**config.mk**
```make
export PLATFORM = sky130hd
export DESIGN_NAME = window_alert_capture
export DESIGN_NICKNAME = d
export VERILOG_FILES = /design/src/hw/window_alert_pkg.sv /design/src/hw/window_alert_capture.sv /design/src/hw/sample_fifo.sv /design/src/hw/window_channel.sv
export SDC_FILE = /design/constraint.sdc
export NUM_CORES = 1
export LEC_CHECK = 0
export BUFFER_PORTS_ARGS = -buffer_cell sky130_fd_sc_hd__buf_2
export CAP_MARGIN = 15
export CORE_MARGIN = 3
export CORE_UTILIZATION = 35
export DETAILED_ROUTE_END_ITERATION = 8
export PLACE_DENSITY_LB_ADDON = 0.25
export SLEW_MARGIN = 20
export SYNTH_ARGS = -nofsm -noshare
export SYNTH_HDL_FRONTEND = slang
export SYNTH_SLANG_ARGS = --single-unit
```
**constraint.sdc**
```tcl
create_clock -name clock -period 7.3 [get_ports clock]
set_clock_uncertainty 0.15 [all_clocks]
set_input_delay 1.46 -clock clock [delete_from_list [all_inputs] [get_ports clock]]
set_output_delay 1.46 -clock clock [all_outputs]
set_load 0.05 [all_outputs]
```
**src/hw/window_alert_pkg.sv**
```systemverilog
// Shared constants, types and functions of the alert block.
package window_alert_pkg;

    // ------------------------------------------------------------------
    // Widths and depths
    // ------------------------------------------------------------------
    localparam int SAMPLE_W     = 12;
    localparam int BYTE_W       = 8;
    localparam int NIBBLE_W     = 4;
    localparam int HYS_W        = 6;
    localparam int EVENT_W      = 8;
    localparam int CAPTURE_N    = 16;
    localparam int CAPTURE_AW   = 4;
    localparam int FIFO_DEPTH   = 32;
    localparam int FIFO_WORD_W  = SAMPLE_W + 1;

    // ------------------------------------------------------------------
    // Codes and reset values
    // ------------------------------------------------------------------
    localparam logic [SAMPLE_W-1:0]   FULL_SCALE     = 12'hFFF;
    localparam logic [SAMPLE_W-1:0]   ZERO_SCALE     = 12'h000;
    localparam logic [SAMPLE_W-1:0]   SAMPLE_RESET   = 12'h000;
    localparam logic [EVENT_W-1:0]    COUNT_RESET    = 8'h00;
    localparam logic [EVENT_W-1:0]    COUNT_MAX      = 8'hFF;
    localparam logic [CAPTURE_AW-1:0] PTR_RESET      = 4'h0;
    localparam logic [CAPTURE_AW-1:0] PTR_LAST       = 4'hF;
    localparam logic [CAPTURE_AW:0]   FILL_RESET     = 5'h00;
    localparam logic [CAPTURE_AW:0]   FILL_FULL      = 5'h10;

    // ------------------------------------------------------------------
    // Capture sequencer states
    // ------------------------------------------------------------------
    typedef enum logic [1:0] {
        CAP_IDLE    = 2'b00,
        CAP_ARMED   = 2'b01,
        CAP_FILLING = 2'b10,
        CAP_HELD    = 2'b11
    } capture_state_t;

    // Joins an upper nibble and a low byte into one 12-bit limit.
    function automatic logic [SAMPLE_W-1:0] join_limit(input logic [NIBBLE_W-1:0] upper,
                                                      input logic [BYTE_W-1:0]   lower);
        join_limit = {upper, lower};
    endfunction : join_limit

    // Unsigned subtraction that stops at zero.
    function automatic logic [SAMPLE_W-1:0] sat_sub(input logic [SAMPLE_W-1:0] a,
                                                   input logic [HYS_W-1:0]    b);
        sat_sub = (a > {6'h00, b}) ? a - {6'h00, b} : ZERO_SCALE;
    endfunction : sat_sub

    // Unsigned addition that stops at full scale.
    function automatic logic [SAMPLE_W-1:0] sat_add(input logic [SAMPLE_W-1:0] a,
                                                   input logic [HYS_W-1:0]    b);
        logic [SAMPLE_W:0] sum;
        sum     = {1'b0, a} + {7'h00, b};
        sat_add = sum[SAMPLE_W] ? FULL_SCALE : sum[SAMPLE_W-1:0];
    endfunction : sat_add

endpackage : window_alert_pkg

```
**src/hw/window_alert_capture.sv**
```systemverilog
// Top level: two-channel window comparator, alert and capture buffer.
`timescale 1ns/1ps
// Summary of operation
// - A channel's low side sets when the result is at or below its low limit.
// - A channel's high side sets when the result is at or above its high limit.
// - A full-scale high limit trips the high side only on full scale.
// - A zero low limit trips the low side only on zero.
// - Both sides are checked per conversion and either counts toward the alert.
// - The alert waits for a programmed run of conversions with a side set.
// - The alert rises on the sample that completes the programmed run outside the window.
// - Pre-alert mode stores every sample and stops at the alert.
// - A pre-alert stop leaves the 15 samples before plus the alerting one.
// - Post-alert mode stores from the alerting sample until 16 are held.
// - The host can read the 16 stored samples back after an alert.
// - Each limit is a low byte plus an upper nibble whose upper bits are ignored.
// - Each channel has one six-bit hysteresis used by both of its sides.
module window_alert_capture
    import window_alert_pkg::*;
(
    // Clock and reset
    input  wire logic                  clock,
    input  wire logic                  sys_rst,
    // Conversion result stream
    input  wire logic                  sample_valid,
    output logic                       sample_ready,
    input  wire logic [SAMPLE_W-1:0]   sample_data,
    input  wire logic                  sample_channel,
    // Channel zero limits and hysteresis
    input  wire logic [BYTE_W-1:0]     ch0_high_limit_low_byte,
    input  wire logic [BYTE_W-1:0]     ch0_high_limit_upper_nibble,
    input  wire logic [BYTE_W-1:0]     ch0_low_limit_low_byte,
    input  wire logic [BYTE_W-1:0]     ch0_low_limit_upper_nibble,
    input  wire logic [BYTE_W-1:0]     ch0_hysteresis,
    // Channel one limits and hysteresis
    input  wire logic [BYTE_W-1:0]     ch1_high_limit_low_byte,
    input  wire logic [BYTE_W-1:0]     ch1_high_limit_upper_nibble,
    input  wire logic [BYTE_W-1:0]     ch1_low_limit_low_byte,
    input  wire logic [BYTE_W-1:0]     ch1_low_limit_upper_nibble,
    input  wire logic [BYTE_W-1:0]     ch1_hysteresis,
    // Mode control
    input  wire logic                  monitor_enable,
    input  wire logic                  post_alert_mode,
    input  wire logic [EVENT_W-1:0]    event_count_target,
    input  wire logic                  rearm,
    // Alert toward the host
    output logic                       alert,
    output logic                       alert_channel,
    output logic                       alert_high_side,
    // Comparator state
    output logic [1:0]                 high_side_flag,
    output logic [1:0]                 low_side_flag,
    // Capture status and readback
    output logic                       capture_done,
    output logic [CAPTURE_AW:0]        capture_fill,
    input  wire logic [CAPTURE_AW-1:0] buffer_read_index,
    output logic [SAMPLE_W-1:0]        buffer_read_data,
    output logic                       buffer_read_channel
);

    // ------------------------------------------------------------------
    // Declarations
    // ------------------------------------------------------------------
    // Sequencer.
    capture_state_t              state;
    capture_state_t              next_state;

    logic [FIFO_WORD_W-1:0]      fifo_word;
    logic                        fifo_valid;
    logic                        core_ready;
    logic                        take;
    logic [SAMPLE_W-1:0]         value;
    logic                        chan;
    logic [1:0]                  chan_valid;

    logic [1:0]                  trip;
    logic [1:0]                  trip_high;
    logic                        alerting;
    logic                        store;

    // Buffer.
    logic [SAMPLE_W-1:0]         buf_data [CAPTURE_N];
    logic                        buf_chan [CAPTURE_N];
    logic [CAPTURE_AW-1:0]       write_ptr;
    logic [CAPTURE_AW-1:0]       oldest_ptr;
    logic [CAPTURE_AW-1:0]       read_ptr;

    // Limits.
    logic [SAMPLE_W-1:0]         ch0_high;
    logic [SAMPLE_W-1:0]         ch0_low;
    logic [SAMPLE_W-1:0]         ch1_high;
    logic [SAMPLE_W-1:0]         ch1_low;

    // ------------------------------------------------------------------
    // Limit assembly
    // ------------------------------------------------------------------
    // Bits above the nibble and above the six hysteresis bits are
    // reserved and ignored.
    assign ch0_high = join_limit(ch0_high_limit_upper_nibble[3:0],
        ch0_high_limit_low_byte);
    assign ch0_low  = join_limit(ch0_low_limit_upper_nibble[3:0],
        ch0_low_limit_low_byte);
    assign ch1_high = join_limit(ch1_high_limit_upper_nibble[3:0],
        ch1_high_limit_low_byte);
    assign ch1_low  = join_limit(ch1_low_limit_upper_nibble[3:0],
        ch1_low_limit_low_byte);

    // ------------------------------------------------------------------
    // Input buffering
    // ------------------------------------------------------------------
    // The FIFO absorbs conversions while the core is held;
    // when it is full the converter waits.
    sample_fifo #(
        .WIDTH (FIFO_WORD_W),
        .DEPTH (FIFO_DEPTH)
    ) u_fifo (
        .clock     (clock),
        .sys_rst   (sys_rst),
        .in_valid  (sample_valid),
        .in_ready  (sample_ready),
        .in_data   ({sample_channel, sample_data}),
        .out_valid (fifo_valid),
        .out_ready (core_ready),
        .out_data  (fifo_word)
    );

    // The core stalls in idle and hold, so queued
    // conversions never overwrite a held capture.
    assign core_ready = (state == CAP_ARMED) || (state == CAP_FILLING);
    assign take       = fifo_valid && core_ready;
    assign value      = fifo_word[SAMPLE_W-1:0];
    assign chan       = fifo_word[SAMPLE_W];
    assign chan_valid = {take && chan, take && !chan};

    // ------------------------------------------------------------------
    // Comparator channels
    // ------------------------------------------------------------------
    // Channel zero comparator.
    window_channel u_channel_zero (
        .clock         (clock),
        .sys_rst       (sys_rst),
        .sample_valid  (chan_valid[0]),
        .sample_value  (value),
        .counter_clear (rearm),
        .high_limit    (ch0_high),
        .low_limit     (ch0_low),
        .hysteresis    (ch0_hysteresis[HYS_W-1:0]),
        .event_target  (event_count_target),
        .high_flag     (high_side_flag[0]),
        .low_flag      (low_side_flag[0]),
        .trip          (trip[0]),
        .trip_high     (trip_high[0])
    );

    // Channel one comparator.
    window_channel u_channel_one (
        .clock         (clock),
        .sys_rst       (sys_rst),
        .sample_valid  (chan_valid[1]),
        .sample_value  (value),
        .counter_clear (rearm),
        .high_limit    (ch1_high),
        .low_limit     (ch1_low),
        .hysteresis    (ch1_hysteresis[HYS_W-1:0]),
        .event_target  (event_count_target),
        .high_flag     (high_side_flag[1]),
        .low_flag      (low_side_flag[1]),
        .trip          (trip[1]),
        .trip_high     (trip_high[1])
    );

    // Only the first trip while armed is the alerting sample.
    assign alerting = (state == CAP_ARMED) && (trip != 2'b00);

    // ------------------------------------------------------------------
    // Capture sequencer
    // ------------------------------------------------------------------
    always_comb begin
        next_state = state;
        store      = 1'b0;

        case (state)
            CAP_IDLE: begin
                if (monitor_enable) begin
                    next_state = CAP_ARMED;
                end
            end

            CAP_ARMED: begin
                if (!monitor_enable) begin
                    next_state = CAP_IDLE;
                end else if (alerting) begin
                    store      = take;
                    next_state = post_alert_mode ? CAP_FILLING : CAP_HELD;
                end else begin
                    store = take && !post_alert_mode;
                end
            end

            CAP_FILLING: begin
                store = take;
                if (take && write_ptr == PTR_LAST) begin
                    next_state = CAP_HELD;
                end
            end

            CAP_HELD: begin
                if (rearm) begin
                    next_state = monitor_enable ? CAP_ARMED : CAP_IDLE;
                end
            end
            default: begin
                next_state = CAP_IDLE;
            end
        endcase
    end

    // State register.
    always_ff @(posedge clock) begin
        if (sys_rst) begin
            state <= CAP_IDLE;
        end else begin
            state <= next_state;
        end
    end

    // Write pointer: free-running before the alert in pre-alert mode, held in
    // post-alert mode until the alerting sample restarts it.
    always_ff @(posedge clock) begin
        if (sys_rst || rearm) begin
            write_ptr <= PTR_RESET;
        end else if (alerting && post_alert_mode && take) begin
            write_ptr <= PTR_RESET + 4'h1;
        end else if (store) begin
            write_ptr <= write_ptr + 4'h1;
        end
    end

    // Sample storage.
    always_ff @(posedge clock) begin
        if (store) begin
            if (alerting && post_alert_mode) begin
                buf_data[PTR_RESET] <= value;
                buf_chan[PTR_RESET] <= chan;
            end else begin
                buf_data[write_ptr] <= value;
                buf_chan[write_ptr] <= chan;
            end
        end
    end

    // Count of valid entries, up to the buffer size.
    always_ff @(posedge clock) begin
        if (sys_rst || rearm) begin
            capture_fill <= FILL_RESET;
        end else if (alerting && post_alert_mode && take) begin
            capture_fill <= FILL_RESET + 5'h01;
        end else if (store && capture_fill != FILL_FULL) begin
            capture_fill <= capture_fill + 5'h01;
        end
    end

    // ------------------------------------------------------------------
    // Alert
    // ------------------------------------------------------------------
    // The alert is sticky until rearm, which also wins over an alert in its own cycle.
    always_ff @(posedge clock) begin
        if (sys_rst || rearm) begin
            alert           <= 1'b0;
            alert_channel   <= 1'b0;
            alert_high_side <= 1'b0;
        end else if (alerting) begin
            alert           <= 1'b1;
            alert_channel   <= trip[1] && !trip[0];
            alert_high_side <= trip[0] ? trip_high[0] : trip_high[1];
        end
    end

    // Done while a capture is held.
    assign capture_done = (state == CAP_HELD);

    // ------------------------------------------------------------------
    // Host readback
    // ------------------------------------------------------------------
    // Index zero is the oldest sample: the slot after the last
    // write, or slot zero in post-alert mode.
    assign oldest_ptr = post_alert_mode ? PTR_RESET : write_ptr;
    assign read_ptr   = oldest_ptr + buffer_read_index;

    // Registered read port, one cycle behind the index.
    always_ff @(posedge clock) begin
        if (sys_rst) begin
            buffer_read_data    <= SAMPLE_RESET;
            buffer_read_channel <= 1'b0;
        end else begin
            buffer_read_data    <= buf_data[read_ptr];
            buffer_read_channel <= buf_chan[read_ptr];
        end
    end

endmodule : window_alert_capture

```
**src/hw/sample_fifo.sv**
```systemverilog
// Synchronous FIFO with valid/ready on both sides.
`timescale 1ns/1ps
module sample_fifo
    import window_alert_pkg::*;
#(
    parameter int WIDTH = FIFO_WORD_W,
    parameter int DEPTH = FIFO_DEPTH
) (
    // Clock and reset
    input  wire logic             clock,
    input  wire logic             sys_rst,
    // Filling side
    input  wire logic             in_valid,
    output logic                  in_ready,
    input  wire logic [WIDTH-1:0] in_data,
    // Draining side
    output logic                  out_valid,
    input  wire logic             out_ready,
    output logic [WIDTH-1:0]      out_data
);

    localparam int AW = $clog2(DEPTH);

    logic [WIDTH-1:0] mem [DEPTH];
    logic [AW:0]      wr_ptr;
    logic [AW:0]      rd_ptr;
    logic             push;
    logic             pop;
    logic             full;
    logic             empty;

    // ------------------------------------------------------------------
    // Flags
    // ------------------------------------------------------------------
    // The extra pointer bit separates full from empty without a counter.
    assign empty     = (wr_ptr == rd_ptr);
    assign full      = (wr_ptr[AW] != rd_ptr[AW]) && (wr_ptr[AW-1:0] == rd_ptr[AW-1:0]);
    assign in_ready  = !full;
    assign out_valid = !empty;
    assign push      = in_valid && !full;
    assign pop       = out_ready && !empty;
    assign out_data  = mem[rd_ptr[AW-1:0]];

    // Storage write.
    always_ff @(posedge clock) begin
        if (push) begin
            mem[wr_ptr[AW-1:0]] <= in_data;
        end
    end

    // Pointer update.
    always_ff @(posedge clock) begin
        if (sys_rst) begin
            wr_ptr <= '0;
            rd_ptr <= '0;
        end else begin
            if (push) begin
                wr_ptr <= wr_ptr + 1'b1;
            end
            if (pop) begin
                rd_ptr <= rd_ptr + 1'b1;
            end
        end
    end

endmodule : sample_fifo

```
**src/hw/window_channel.sv**
```systemverilog
// One comparator channel with its event counter.
`timescale 1ns/1ps
module window_channel
    import window_alert_pkg::*;
(
    // Clock and reset
    input  wire logic                clock,
    input  wire logic                sys_rst,
    // Conversion for this channel
    input  wire logic                sample_valid,
    input  wire logic [SAMPLE_W-1:0] sample_value,
    input  wire logic                counter_clear,
    // Settings
    input  wire logic [SAMPLE_W-1:0] high_limit,
    input  wire logic [SAMPLE_W-1:0] low_limit,
    input  wire logic [HYS_W-1:0]    hysteresis,
    input  wire logic [EVENT_W-1:0]  event_target,
    // Results
    output logic                     high_flag,
    output logic                     low_flag,
    output logic                     trip,
    output logic                     trip_high
);

    logic                next_high;
    logic                next_low;
    logic [EVENT_W-1:0]  event_count;
    logic [EVENT_W-1:0]  next_count;
    logic [EVENT_W-1:0]  target;

    // ------------------------------------------------------------------
    // Comparison
    // ------------------------------------------------------------------
    // A set side releases only once the value moves back past the hysteresis.
    always_comb begin
        if (high_flag) begin
            next_high = (sample_value >= sat_sub(high_limit, hysteresis));
        end else begin
            next_high = (sample_value >= high_limit);
        end
        if (low_flag) begin
            next_low = (sample_value <= sat_add(low_limit, hysteresis));
        end else begin
            next_low = (sample_value <= low_limit);
        end
    end

    // A count of zero acts as one.
    assign target = (event_target == COUNT_RESET) ? 8'h01 : event_target;

    // Either side extends the run.
    always_comb begin
        if (next_high || next_low) begin
            next_count = (event_count == COUNT_MAX) ? COUNT_MAX : event_count + 8'h01;
        end else begin
            next_count = COUNT_RESET;
        end
    end

    // Trip as the run completes; at a target of 255 the saturated count trips again on each later sample.
    assign trip      = sample_valid && (next_count == target);
    assign trip_high = next_high;

    // Comparator outputs hold between conversions.
    always_ff @(posedge clock) begin
        if (sys_rst) begin
            high_flag <= 1'b0;
            low_flag  <= 1'b0;
        end else if (sample_valid) begin
            high_flag <= next_high;
            low_flag  <= next_low;
        end
    end

    // Consecutive-conversion counter.
    always_ff @(posedge clock) begin
        if (sys_rst || counter_clear) begin
            event_count <= COUNT_RESET;
        end else if (sample_valid) begin
            event_count <= next_count;
        end
    end

endmodule : window_channel

```
==> Word-level counts from Yosys, hierarchy flattened <==
Memory sizes are Yosys's and may differ from the RTL's. A register that Yosys moved wholly into a read port is not among the register bits.
Index checks and enable logic that the tools add are counted.
{ "totals": {"regBits": 46, "ramBits": 624, "in_bits": 111, "output_inout_bits": 27, "wordCells": 134, "memories": 3} }
{ "memory_table": {"columns": ["name", "depth", "width", "rd", "rd_ports_with_merged_regs", "wr", "line_no", "text"], "rows": [
  ["u_fifo.mem", 32, 13, 1, 1, 1, "sample_fifo.sv:24", "logic [WIDTH-1:0] mem [DEPTH];"],
  ["buf_data", 16, 12, 1, 1, 1, "window_alert_capture.sv:81", "logic [SAMPLE_W-1:0] buf_data [CAPTURE_N];"],
  ["buf_chan", 16, 1, 1, 1, 1, "window_alert_capture.sv:82", "logic buf_chan [CAPTURE_N];"]
]} }
{ "classes": {"add_sub_neg": 11, "magnitude_cmp": 10, "n_eq_ne": 16, "mux": 46, "reduce_logical": 32} }
{ "op_table": {"columns": ["operator", "n"], "rows": [
  ["12-bit two-way mux", 5],
  ["12-bit greater-or-equal comparator", 4],
  ["12-bit <= comparator", 4],
  ["8-bit two-way mux", 5],
  ["12-bit by 6-bit adder with 13-bit output", 2],
  ["12-bit by 6-bit > comparator with 1-bit output", 2],
  ["1-bit two-way mux", 24],
  ["12-bit by 6-bit subtractor with 12-bit output", 2],
  ["8-bit by 1-bit adder with 8-bit output, second input constant", 2],
  ["8-bit == test", 2],
  ["8-bit == test, second input constant", 2],
  ["1-bit logical AND", 14],
  ["6-bit by 1-bit adder with 6-bit output, second input constant", 2],
  ["4-bit two-way mux", 3],
  ["12-bit OR reduction", 1],
  ["2-bit two-way mux", 5],
  ["5-bit two-way mux", 2],
  ["8-bit zero test", 1],
  ["2-bit case mux with 4 select lines", 1],
  ["6-bit == test", 1],
  ["2-bit nonzero test", 3],
  ["5-bit by 1-bit adder with 5-bit output, second input constant", 1],
  ["5-bit == test", 1],
  ["1-bit zero test", 5],
  ["16 further kinds", 21]
]} }

==> Depth between registers and ports, before layout <==
Gate-level depths: netlist of the first run.
{ "depth": {"word_depth": 17, "ltp_mapped": 29, "mapped_depth_nobuf": 25} }

==> By module <==
A second synthesis of the first run with hierarchy kept.
{ "unflattened": {"hier_cells": 2189, "hier_area_um2": 31704.2} }
{ "modules_own_cells": {"columns": ["mod", "instances", "cells_per_inst", "area_per_inst_um2"], "rows": [
  ["sample_fifo", 1, 1007, 17128.9],
  ["window_alert_capture", 1, 468, 9221.3],
  ["window_channel (u_channel_zero)", 1, 357, 2680.1],
  ["window_channel (u_channel_one)", 1, 357, 2673.8]
]} }

==> Least setup slack after synthesis of the first run <==
No wires, ideal clock.
{ "synth_timing": {"path_type": "flip-flop to flip-flop", "start": "reg (tool-made name)", "end": "mem buf_chan[1] (enable)", "setup_time_ns": 0.417, "arrival_ns": 7.181, "path_slack_ns": -0.448, "stages_incl_launch_ff": 22, "path_buffers": 6, "period_less_slack_ns": 7.748, "path_cell_list": "dfxtp_1 -> buf_6 -> clkbuf_1 -> buf_1 -> mux4_2 -> mux4_2 -> mux2i_1 -> ha_1 -> nand2b_1 -> a2111oi_0 -> o31ai_1 -> o22a_1 -> a21oi_1 -> clkbuf_1 -> o21ai_0 -> a211oi_2 -> and2_1 -> buf_4 -> o41ai_4 -> or2_1 -> buf_6 -> nor4_1"} }
{ "synth_rtl": {"columns": ["item", "line_no"], "rows": [
  ["end: declaration", "window_alert_capture.sv:82"]
]} }

==> Worst setup path in the final report of the first run <==
{ "layout_timing": {"start": "in ch0_hysteresis[0]", "end": "mem buf_data[1][8] (enable)"} }
{ "layout_between": {"elab_chain_len": 17, "word_cells_on_any_way": 28, "classes_between": "add/sub: 2; order compare: 3; eq/ne: 1; mux: 16; reduce/logical: 6"} }
{ "layout_lines": {"columns": ["item", "line_no", "text"], "rows": [
  ["start: declaration", "window_alert_capture.sv:33", "input wire logic [BYTE_W-1:0] ch0_hysteresis,"],
  ["12-bit by 6-bit subtractor with 12-bit output, or another cell as far along", "window_alert_pkg.sv:49", "sat_sub = (a > {6'h00, b}) ? a - {6'h00, b} : ZERO_SCALE;"],
  ["12-bit two-way mux (on tied branches)", "window_alert_pkg.sv:49, window_alert_pkg.sv:57", null],
  ["12-bit greater-or-equal comparator or 12-bit <= comparator (tied branches)", "window_channel.sv:37, window_channel.sv:42", null],
  ["1-bit two-way mux (on tied branches)", "window_channel.sv:36, window_channel.sv:41", null],
  ["1-bit logical OR *", "window_channel.sv:53", "if (next_high || next_low) begin"],
  ["8-bit two-way mux *", "window_channel.sv:53", null],
  ["8-bit == test *", "window_channel.sv:61", "assign trip = sample_valid && (next_count == target);"],
  ["1-bit logical AND *", "window_channel.sv:61", null],
  ["2-bit nonzero test *", "window_alert_capture.sv:172", "assign alerting = (state == CAP_ARMED) && (trip != 2'b00);"],
  ["1-bit logical AND *", "window_alert_capture.sv:172", null],
  ["1-bit two-way mux", "window_alert_capture.sv:191", "end else if (alerting) begin"],
  ["1-bit two-way mux", "window_alert_capture.sv:189", "if (!monitor_enable) begin"],
  ["1-bit case mux with 2 select lines", "window_alert_capture.sv:181", "case (state)"],
  ["1-bit two-way mux", "window_alert_capture.sv:240", "if (store) begin"],
  ["1-bit two-way mux (implied by the code)", "window_alert_capture.sv:245", "buf_data[write_ptr] <= value;"],
  ["12-bit OR reduction (no source line)", null, null],
  ["4-bit two-way mux (no source line) or 1-bit two-way mux (tied branches)", null, null],
  ["end: declaration", "window_alert_capture.sv:81", null]
]} }
Every way passes the cells marked *; elsewhere a longest branch is shown, timed or not.

==> results of run 1 <==
==> registers in the layout, summed over array words and instances (netlist names), 4 cells and up, named ones only <==
signal and count:
u_fifo.mem 416, buf_data 192, buf_chan 16, buffer_read_data 12
u_channel_one.event_count 8, u_channel_zero.event_count 8, u_fifo.rd_ptr 6, u_fifo.wr_ptr 6
capture_fill 5, write_ptr 4
==> power groups by stage <==
stage / Combinational [W] / Clock, W / Sequential, W
floorplan: 0.000767 / 0 / 0.00449
global placement: 0.00120 / 0 / 0.00448
detailed placement: 0.00124 / 0 / 0.00448
CTS: 0.00125 / 0.00370 / 0.00440
global route: 0.00136 / 0.00385 / 0.00440
finish: 0.00123 / 0.00361 / 0.00440
==> area by class of cell <==
class | count | share of cell area, %
sequential | 688 | 55.2
multi-input combinational | 1070 | 29.3
clock buffer | 99 | 5.42
timing repair buffer | 210 | 4.19
tap | 1155 | 3.98
clock inverter | 28 | 0.986
inverter | 86 | 0.890
antenna | 7 | 0.0483
==> cell usage in the layout, fill, tap and decap left out, types with 10 or more instances in the layout <==
master / instances
edfxtp_1: 624
mux4_2: 182
ha_1: 137
buf_2: 117
nor2_1: 92
inv_1: 86
a21oi_1: 82
nand2_1: 80
clkbuf_16: 74
buf_4: 74
dfxtp_1: 61
o21ai_0: 46
nor2b_1: 37
a211oi_1: 31
xnor2_1: 29
nor2_2: 27
nor3_1: 25
nand4_1: 24
nand3_1: 24
clkbuf_1: 23
xor2_1: 22
mux2i_1: 21
buf_12: 19
a21o_1: 18
nand2b_1: 16
mux2_2: 14
a31oi_1: 12
o211ai_1: 11
or3_1: 10
==> path summary, 6_finish.rpt <==
| kind | depth (start not counted) | slack [ns] | end | startpoint |
|---|---|---|---|---|
| max | 28 | 0.44 | buf_data[1][8] | ch0_hysteresis[0] |
| min | 2 | 0.32 | alert | alert |
| min reg2reg | 2 | 0.32 | alert | alert |
| max reg2reg | 19 | 0.54 | buf_data[1][8] | register |
==> metrics by stage <==
| step | total power [W] | setup WS (ns) |
|---|---|---|
| after floorplan | 0.00525 | -0.448 |
| after global placement | 0.00568 | -0.262 |
| after detailed placement | 0.00572 | -0.317 |
| after CTS | 0.00935 | 0.300 |
| after global routing | 0.00961 | 0.0645 |
| final | 0.00924 | 0.441 |
==> worst max-delay path: cells and delay by family <==
family	cells	cell delay, ns
AO/OA/AOI/OAI	9	1.94
AND/OR/NAND/NOR	10	1.63
buffers and inverters	6	1.08
adder cells (fa/ha/maj)	3	0.84
==> logic make-up after synthesis <==
family	count (synthesis)
AO/OA/AOI/OAI	259
XOR/XNOR	53
adder cells (fa/ha/maj)	143
buffers and inverters	165
flip-flops	688
multiplexers	217
AND/OR/NAND/NOR	398
==> repair_timing <==
item | CTS | global route
endpoints found under the setup margin | 0 | 78
gates resized for setup | 0 | 1
endpoints found under the hold margin | 0 | 0
setup buffers | 0 | 0
==> routing by layer <==
layer,part of all wire [%],vias up,track usage (%)
met5,0.044,-,0
met4,3.0,6,5.64
met3,4.7,113,3.23
met2,50,354,28.0
met1,43,9204,21.5
li1,-,8037,-
==> out/results.tsv, run 1 <==
stage	metric	value	unit
timing	setup violators final	0	
floorplanning	area of the die	0.0926	mm2
floorplanning	Rows	108	
job	max-cap violation count	0	
timing	final hold vios	0	
synthesis	Post-Synth Adder-Cell Area	5.87	%
timing	Fin Hold WS	0.325	ns
power	Leakage	12.3	nW
layout	layout cells sized above 1	26.3	%
layout	final core utilization	41.5	%
synthesis	Post-Synth Simple-Gate Area	6.47	%
detailed_routing	Final ANT Viol Nets	0	
placed_design	PortBufs	117	
clock_network	Reg clk slew, reported paths	0.06	ns
detailed_routing	routed len/inst	23.1	um
detailed_routing	Via density	5.30	
grt	first-pass GRT wire length	116	mm
timing	relative slew slack	25.8	%
synthesis	cells after synthesis	1923	
layout	Layout Nets	2383	
grt	vias in the first global route	18600	
synthesis	Synth warnings	0	
synthesis	asr flop ratio synth	0	%
detailed_routing	drt total wl	77.1	mm
synthesis	largest family of logic cells by synthesized area	multiplexers	
synthesis	Mapped Nets	2177	
power	Int Pwr	0.00697	W
worst_setup_path	max incr delay on CP	0.61	ns
hold_path	Worst Hold Class	reg -> reg	
grt	largest net degree at the start of global routing	37	
clock_network	CTS tree	built	
power	VDD IR-drop max	167	uV
synthesis	Cell Area, Synth	0.0311	mm2
floorplanning	Starting Density	35.6	%
worst_setup_path	crit end category	register	
worst_setup_path	WP data required	7.42	ns
synthesis	Post-synth EDFFs	624	
floorplanning	core area	0.0874	mm2
timing	max-slew violations	0	
synthesis	compound-gate portion of the synthesized area	5.39	%
layout	Non-Filler Instances	3343	
timing	Highest Clock Rate	0.146	GHz
worst_setup_path	startpoint types	input port	
timing	Setup TNS	0	ns
power	sw frac	24.6	%
placed_design	dpl cell area	0.0339	mm2
clock_network	CTS buffer count	73	
layout	Layout fillers	7828	
worst_setup_path	critical path peak fanout	15	
floorplanning	Die Span X	304	um
grt	initial antenna violation count	14	
placed_design	hpwl dp	50.9	mm
clock_network	root buffer cell	clkbuf_16	
synthesis	Synth area leaders	edfxtp_1, mux4_2, ha_1	
timing	unrepaired setup endpoints after global routing	false	
grt	GRT Util Overall	16.6	%
clock_network	clk_lat worst skew	0.63	ns
layout	area delta synth->final	16.5	%
grt	GRT Residual Overflow	0	
layout	Reg area	0.0200	mm2
synthesis	Synth top area share	60.2	%
placed_design	Cells after DPL	3209	
detailed_routing	Post-route DRC	0	
detailed_routing	initial drt markers	1444	
power	sequential fraction of design power	47.6	%
power	cell area power density	255	mW/mm2
synthesis	mux contribution to synthesized area	14.3	%
power	Net Sw Power	0.00227	W
synthesis	XOR/XNOR Fraction of Synth Area	1.49	%
synthesis	sequential area share after synthesis	64.3	%
floorplanning	die height	304	um
synthesis	Post-synth top flop	edfxtp_1	
detailed_routing	DR pass1 iterations	5	
clock_network	H-tree depth	3	
synthesis	commonest cells in the netlist	edfxtp_1, mux4_2, ha_1, nor2_1, inv_1	
synthesis	register bit total from synthesis	688	
synthesis	library cells used by synthesis	74	
detailed_routing	via count	17700	
layout	Final Instance Area	0.0363	mm2
timing	Final Critical Period	6.86	ns
floorplanning	I/O Pins	138	
clock_network	Num Clock Sinks	688	
clock_network	CTS Buffer Depth	3	
clock_network	Hold Buf Count CTS	0	
outcome	status	completed	
power	logic gate share of total power	13.3	%
synthesis	most frequent cell after synthesis	edfxtp_1	
layout	Multi-input gate area	0.0106	mm2
timing	Worst Tran Pin Value	1.11	ns
power	clock group share of total power	39.1	%
synthesis	post-synthesis average cell area	16.2	um2
timing	crit share post-route	94.0	%
worst_setup_path	Setup CP Type	in -> reg	
worst_setup_path	Crit path arrival time	6.98	ns
worst_setup_path	critical path's slowest cell	o41ai_1	
placed_design	global placement routability congestion	0.811	
synthesis	Synth area leader	edfxtp_1	
No activity file was read; power rests on OpenSTA's default activity.
==> run 2, diff against run 1 <==
Settings changed: GPL_TIMING_DRIVEN set to 0.
==> out/results.tsv, run 2 (synthesis gave the netlist of run 1 again) <==
stage	metric	value	unit
outcome	status	completed	
worst_setup_path	most numerous cell on the critical path	buf_4	
power	cell area power density	255	mW/mm2
detailed_routing	routed len/inst	24.0	um
floorplanning	I/O Pins	138	
layout	layout cells sized above 1	26.5	%
worst_setup_path	startpoint types	input port	
power	Leakage	12.5	nW
clock_network	clk_lat worst skew	0.63	ns
detailed_routing	DR pass1 iterations	5	
worst_setup_path	critical path peak fanout	9	
worst_setup_path	WP data required	7.45	ns
detailed_routing	via count	18000	
floorplanning	area of the die	0.0926	mm2
layout	max reg flops	416	
timing	crit share post-route	95.8	%
timing	relative slew slack	37.2	%
placed_design	Cells after DPL	3211	
timing	setup violators final	0	
worst_setup_path	max incr delay on CP	0.42	ns
placed_design	hpwl dp	55.3	mm
power	VDD IR-drop max	149	uV
timing	max-slew violations	0	
grt	initial antenna violation count	10	
placed_design	dpl ws	-2.54	ns
detailed_routing	drt total wl	81.5	mm
detailed_routing	initial drt markers	1415	
clock_network	root buffer cell	clkbuf_16	
clock_network	H-tree depth	3	
worst_setup_path	Stages on worst setup path	31	
timing	Worst Tran Pin Value	0.941	ns
layout	Non-Filler Instances	3390	
grt	vias in the first global route	18300	
floorplanning	die height	304	um
clock_network	CTS Buffer Depth	3	
layout	commonest non-fill, non-tap cell in the layout	edfxtp_1	
grt	first-pass GRT wire length	119	mm
worst_setup_path	family with the most delay on the worst path	compound AO/OA/AOI/OAI gates	
clock_network	CTS tree	built	
detailed_routing	Post-route DRC	0	
detailed_routing	Via density	5.30	
detailed_routing	Final ANT Viol Nets	0	
grt	largest net degree at the start of global routing	33	
clock_network	CTS buffer count	71	
worst_setup_path	CP Buf/Inv Count	7	
job	max-cap violation count	0	
worst_setup_path	critical path's slowest cell	a222oi_1	
grt	GRT Util Overall	17.4	%
floorplanning	Rows	108	
grt	GRT Residual Overflow	0	
hold_path	Hold Crit Depth	2	
worst_setup_path	Reg2Reg Depth	24	
floorplanning	Die Span X	304	um
timing	final hold vios	0	
hold_path	Worst Hold Class	reg -> reg	
floorplanning	Starting Density	35.6	%
placed_design	PortBufs	116	
layout	area delta synth->final	17.5	%
placed_design	global placement routability congestion	0.832	
worst_setup_path	crit end category	register	
timing	Highest Clock Rate	0.143	GHz
clock_network	Num Clock Sinks	688	
floorplanning	core area	0.0874	mm2
clock_network	Reg clk slew, reported paths	0.06	ns
layout	Layout Nets	2425	
power	Overall Power	0.00933	W
layout	commonest non-fill, non-tap cells in the layout	edfxtp_1, mux4_2, ha_1, buf_2, nor2_1	
timing	final worst slack	0.309	ns
worst_setup_path	Setup CP Type	in -> reg	
worst_setup_path	Crit path arrival time	7.14	ns
timing	Final Critical Period	6.99	ns
-- run 2: cell types whose count changed in the layout (fill, tap and decap cells not counted), moves of 8 or more --
cell	delta
buf_1	+8
buf_12	-10
buf_2	+12
buf_4	-33
buf_6	+16
clkbuf_1	+37
mux2_4	+10
nor3_4	+8
-- run 2: worst paths after layout --
| check | start | end | slack, ns |
|---|---|---|---|
| worst max register to register | register | buf_data[2][4] | 0.31 |
| worst min register to register | alert | alert | 0.32 |
| worst min-delay path | alert | alert | 0.32 |
| worst max-delay path | ch0_hysteresis[1] | buf_data[2][4] | 0.31 |
-- run 2: final cells by class --
| type | count | area [um2] |
|---|---|---|
| Sequential cell | 688 | 20000 |
| Clock buffer | 99 | 1930 |
| Timing Repair Buffer | 171 | 1120 |
| Antenna cell | 7 | 17.5 |
| Tap cell | 1155 | 1450 |
| Multi-Input combinational cell | 1074 | 10900 |
| Fill cell | 7840 | 50800 |
| Clock inverter | 31 | 394 |
| Inverter | 86 | 323 |
| Buffer | 79 | 443 |
-- run 2: through the flow --
| stage | hold WS (ns) | utilization, % | setup TNS, ns | area [um2] |
|---|---|---|---|---|
| after detailed placement | 0.311 | 38.3 | -496.33 | 33500 |
| after floorplan | 0.303 | - | -24.21 | 31100 |
| final | 0.319 | 41.9 | 0 | 36600 |
| after global placement | 0.309 | 37.9 | -877.13 | 33200 |
| after CTS | 0.327 | 41.4 | 0 | 36200 |
| after global routing | 0.363 | 41.8 | -0.0107 | 36600 |
-- run 2: worst min-delay path: cells and delay by family, from the launching register on --
family	cells	cell delay (ns)
flops	1	0.32
simple gates	2	0.12
-- run 2: power breakdown --
group	internal [W]	switching [W]	leakage, nW
registers	0.00437	0.0000172	6.14
logic	0.000533	0.000807	5.28
clock network	0.00206	0.00154	1.12
-- run 2: per-layer routing --
metal / wire length [um] / up-vias / track usage, %
li1: - / 8139 / -
met1: 34300 / 9155 / 23.5
met2: 38600 / 541 / 27.9
met3: 5770 / 117 / 3.65
met4: 2740 / 4 / 6.26
met5: 24 / - / 0
-- run 2: repair_timing --
item,4_1_cts,5_1_grt
buffers inserted,14,24
pin swaps,12,14
hold buffers,0,0
cloned,4,0
endpoints found under the setup margin,230,161
gates resized for setup,82,34
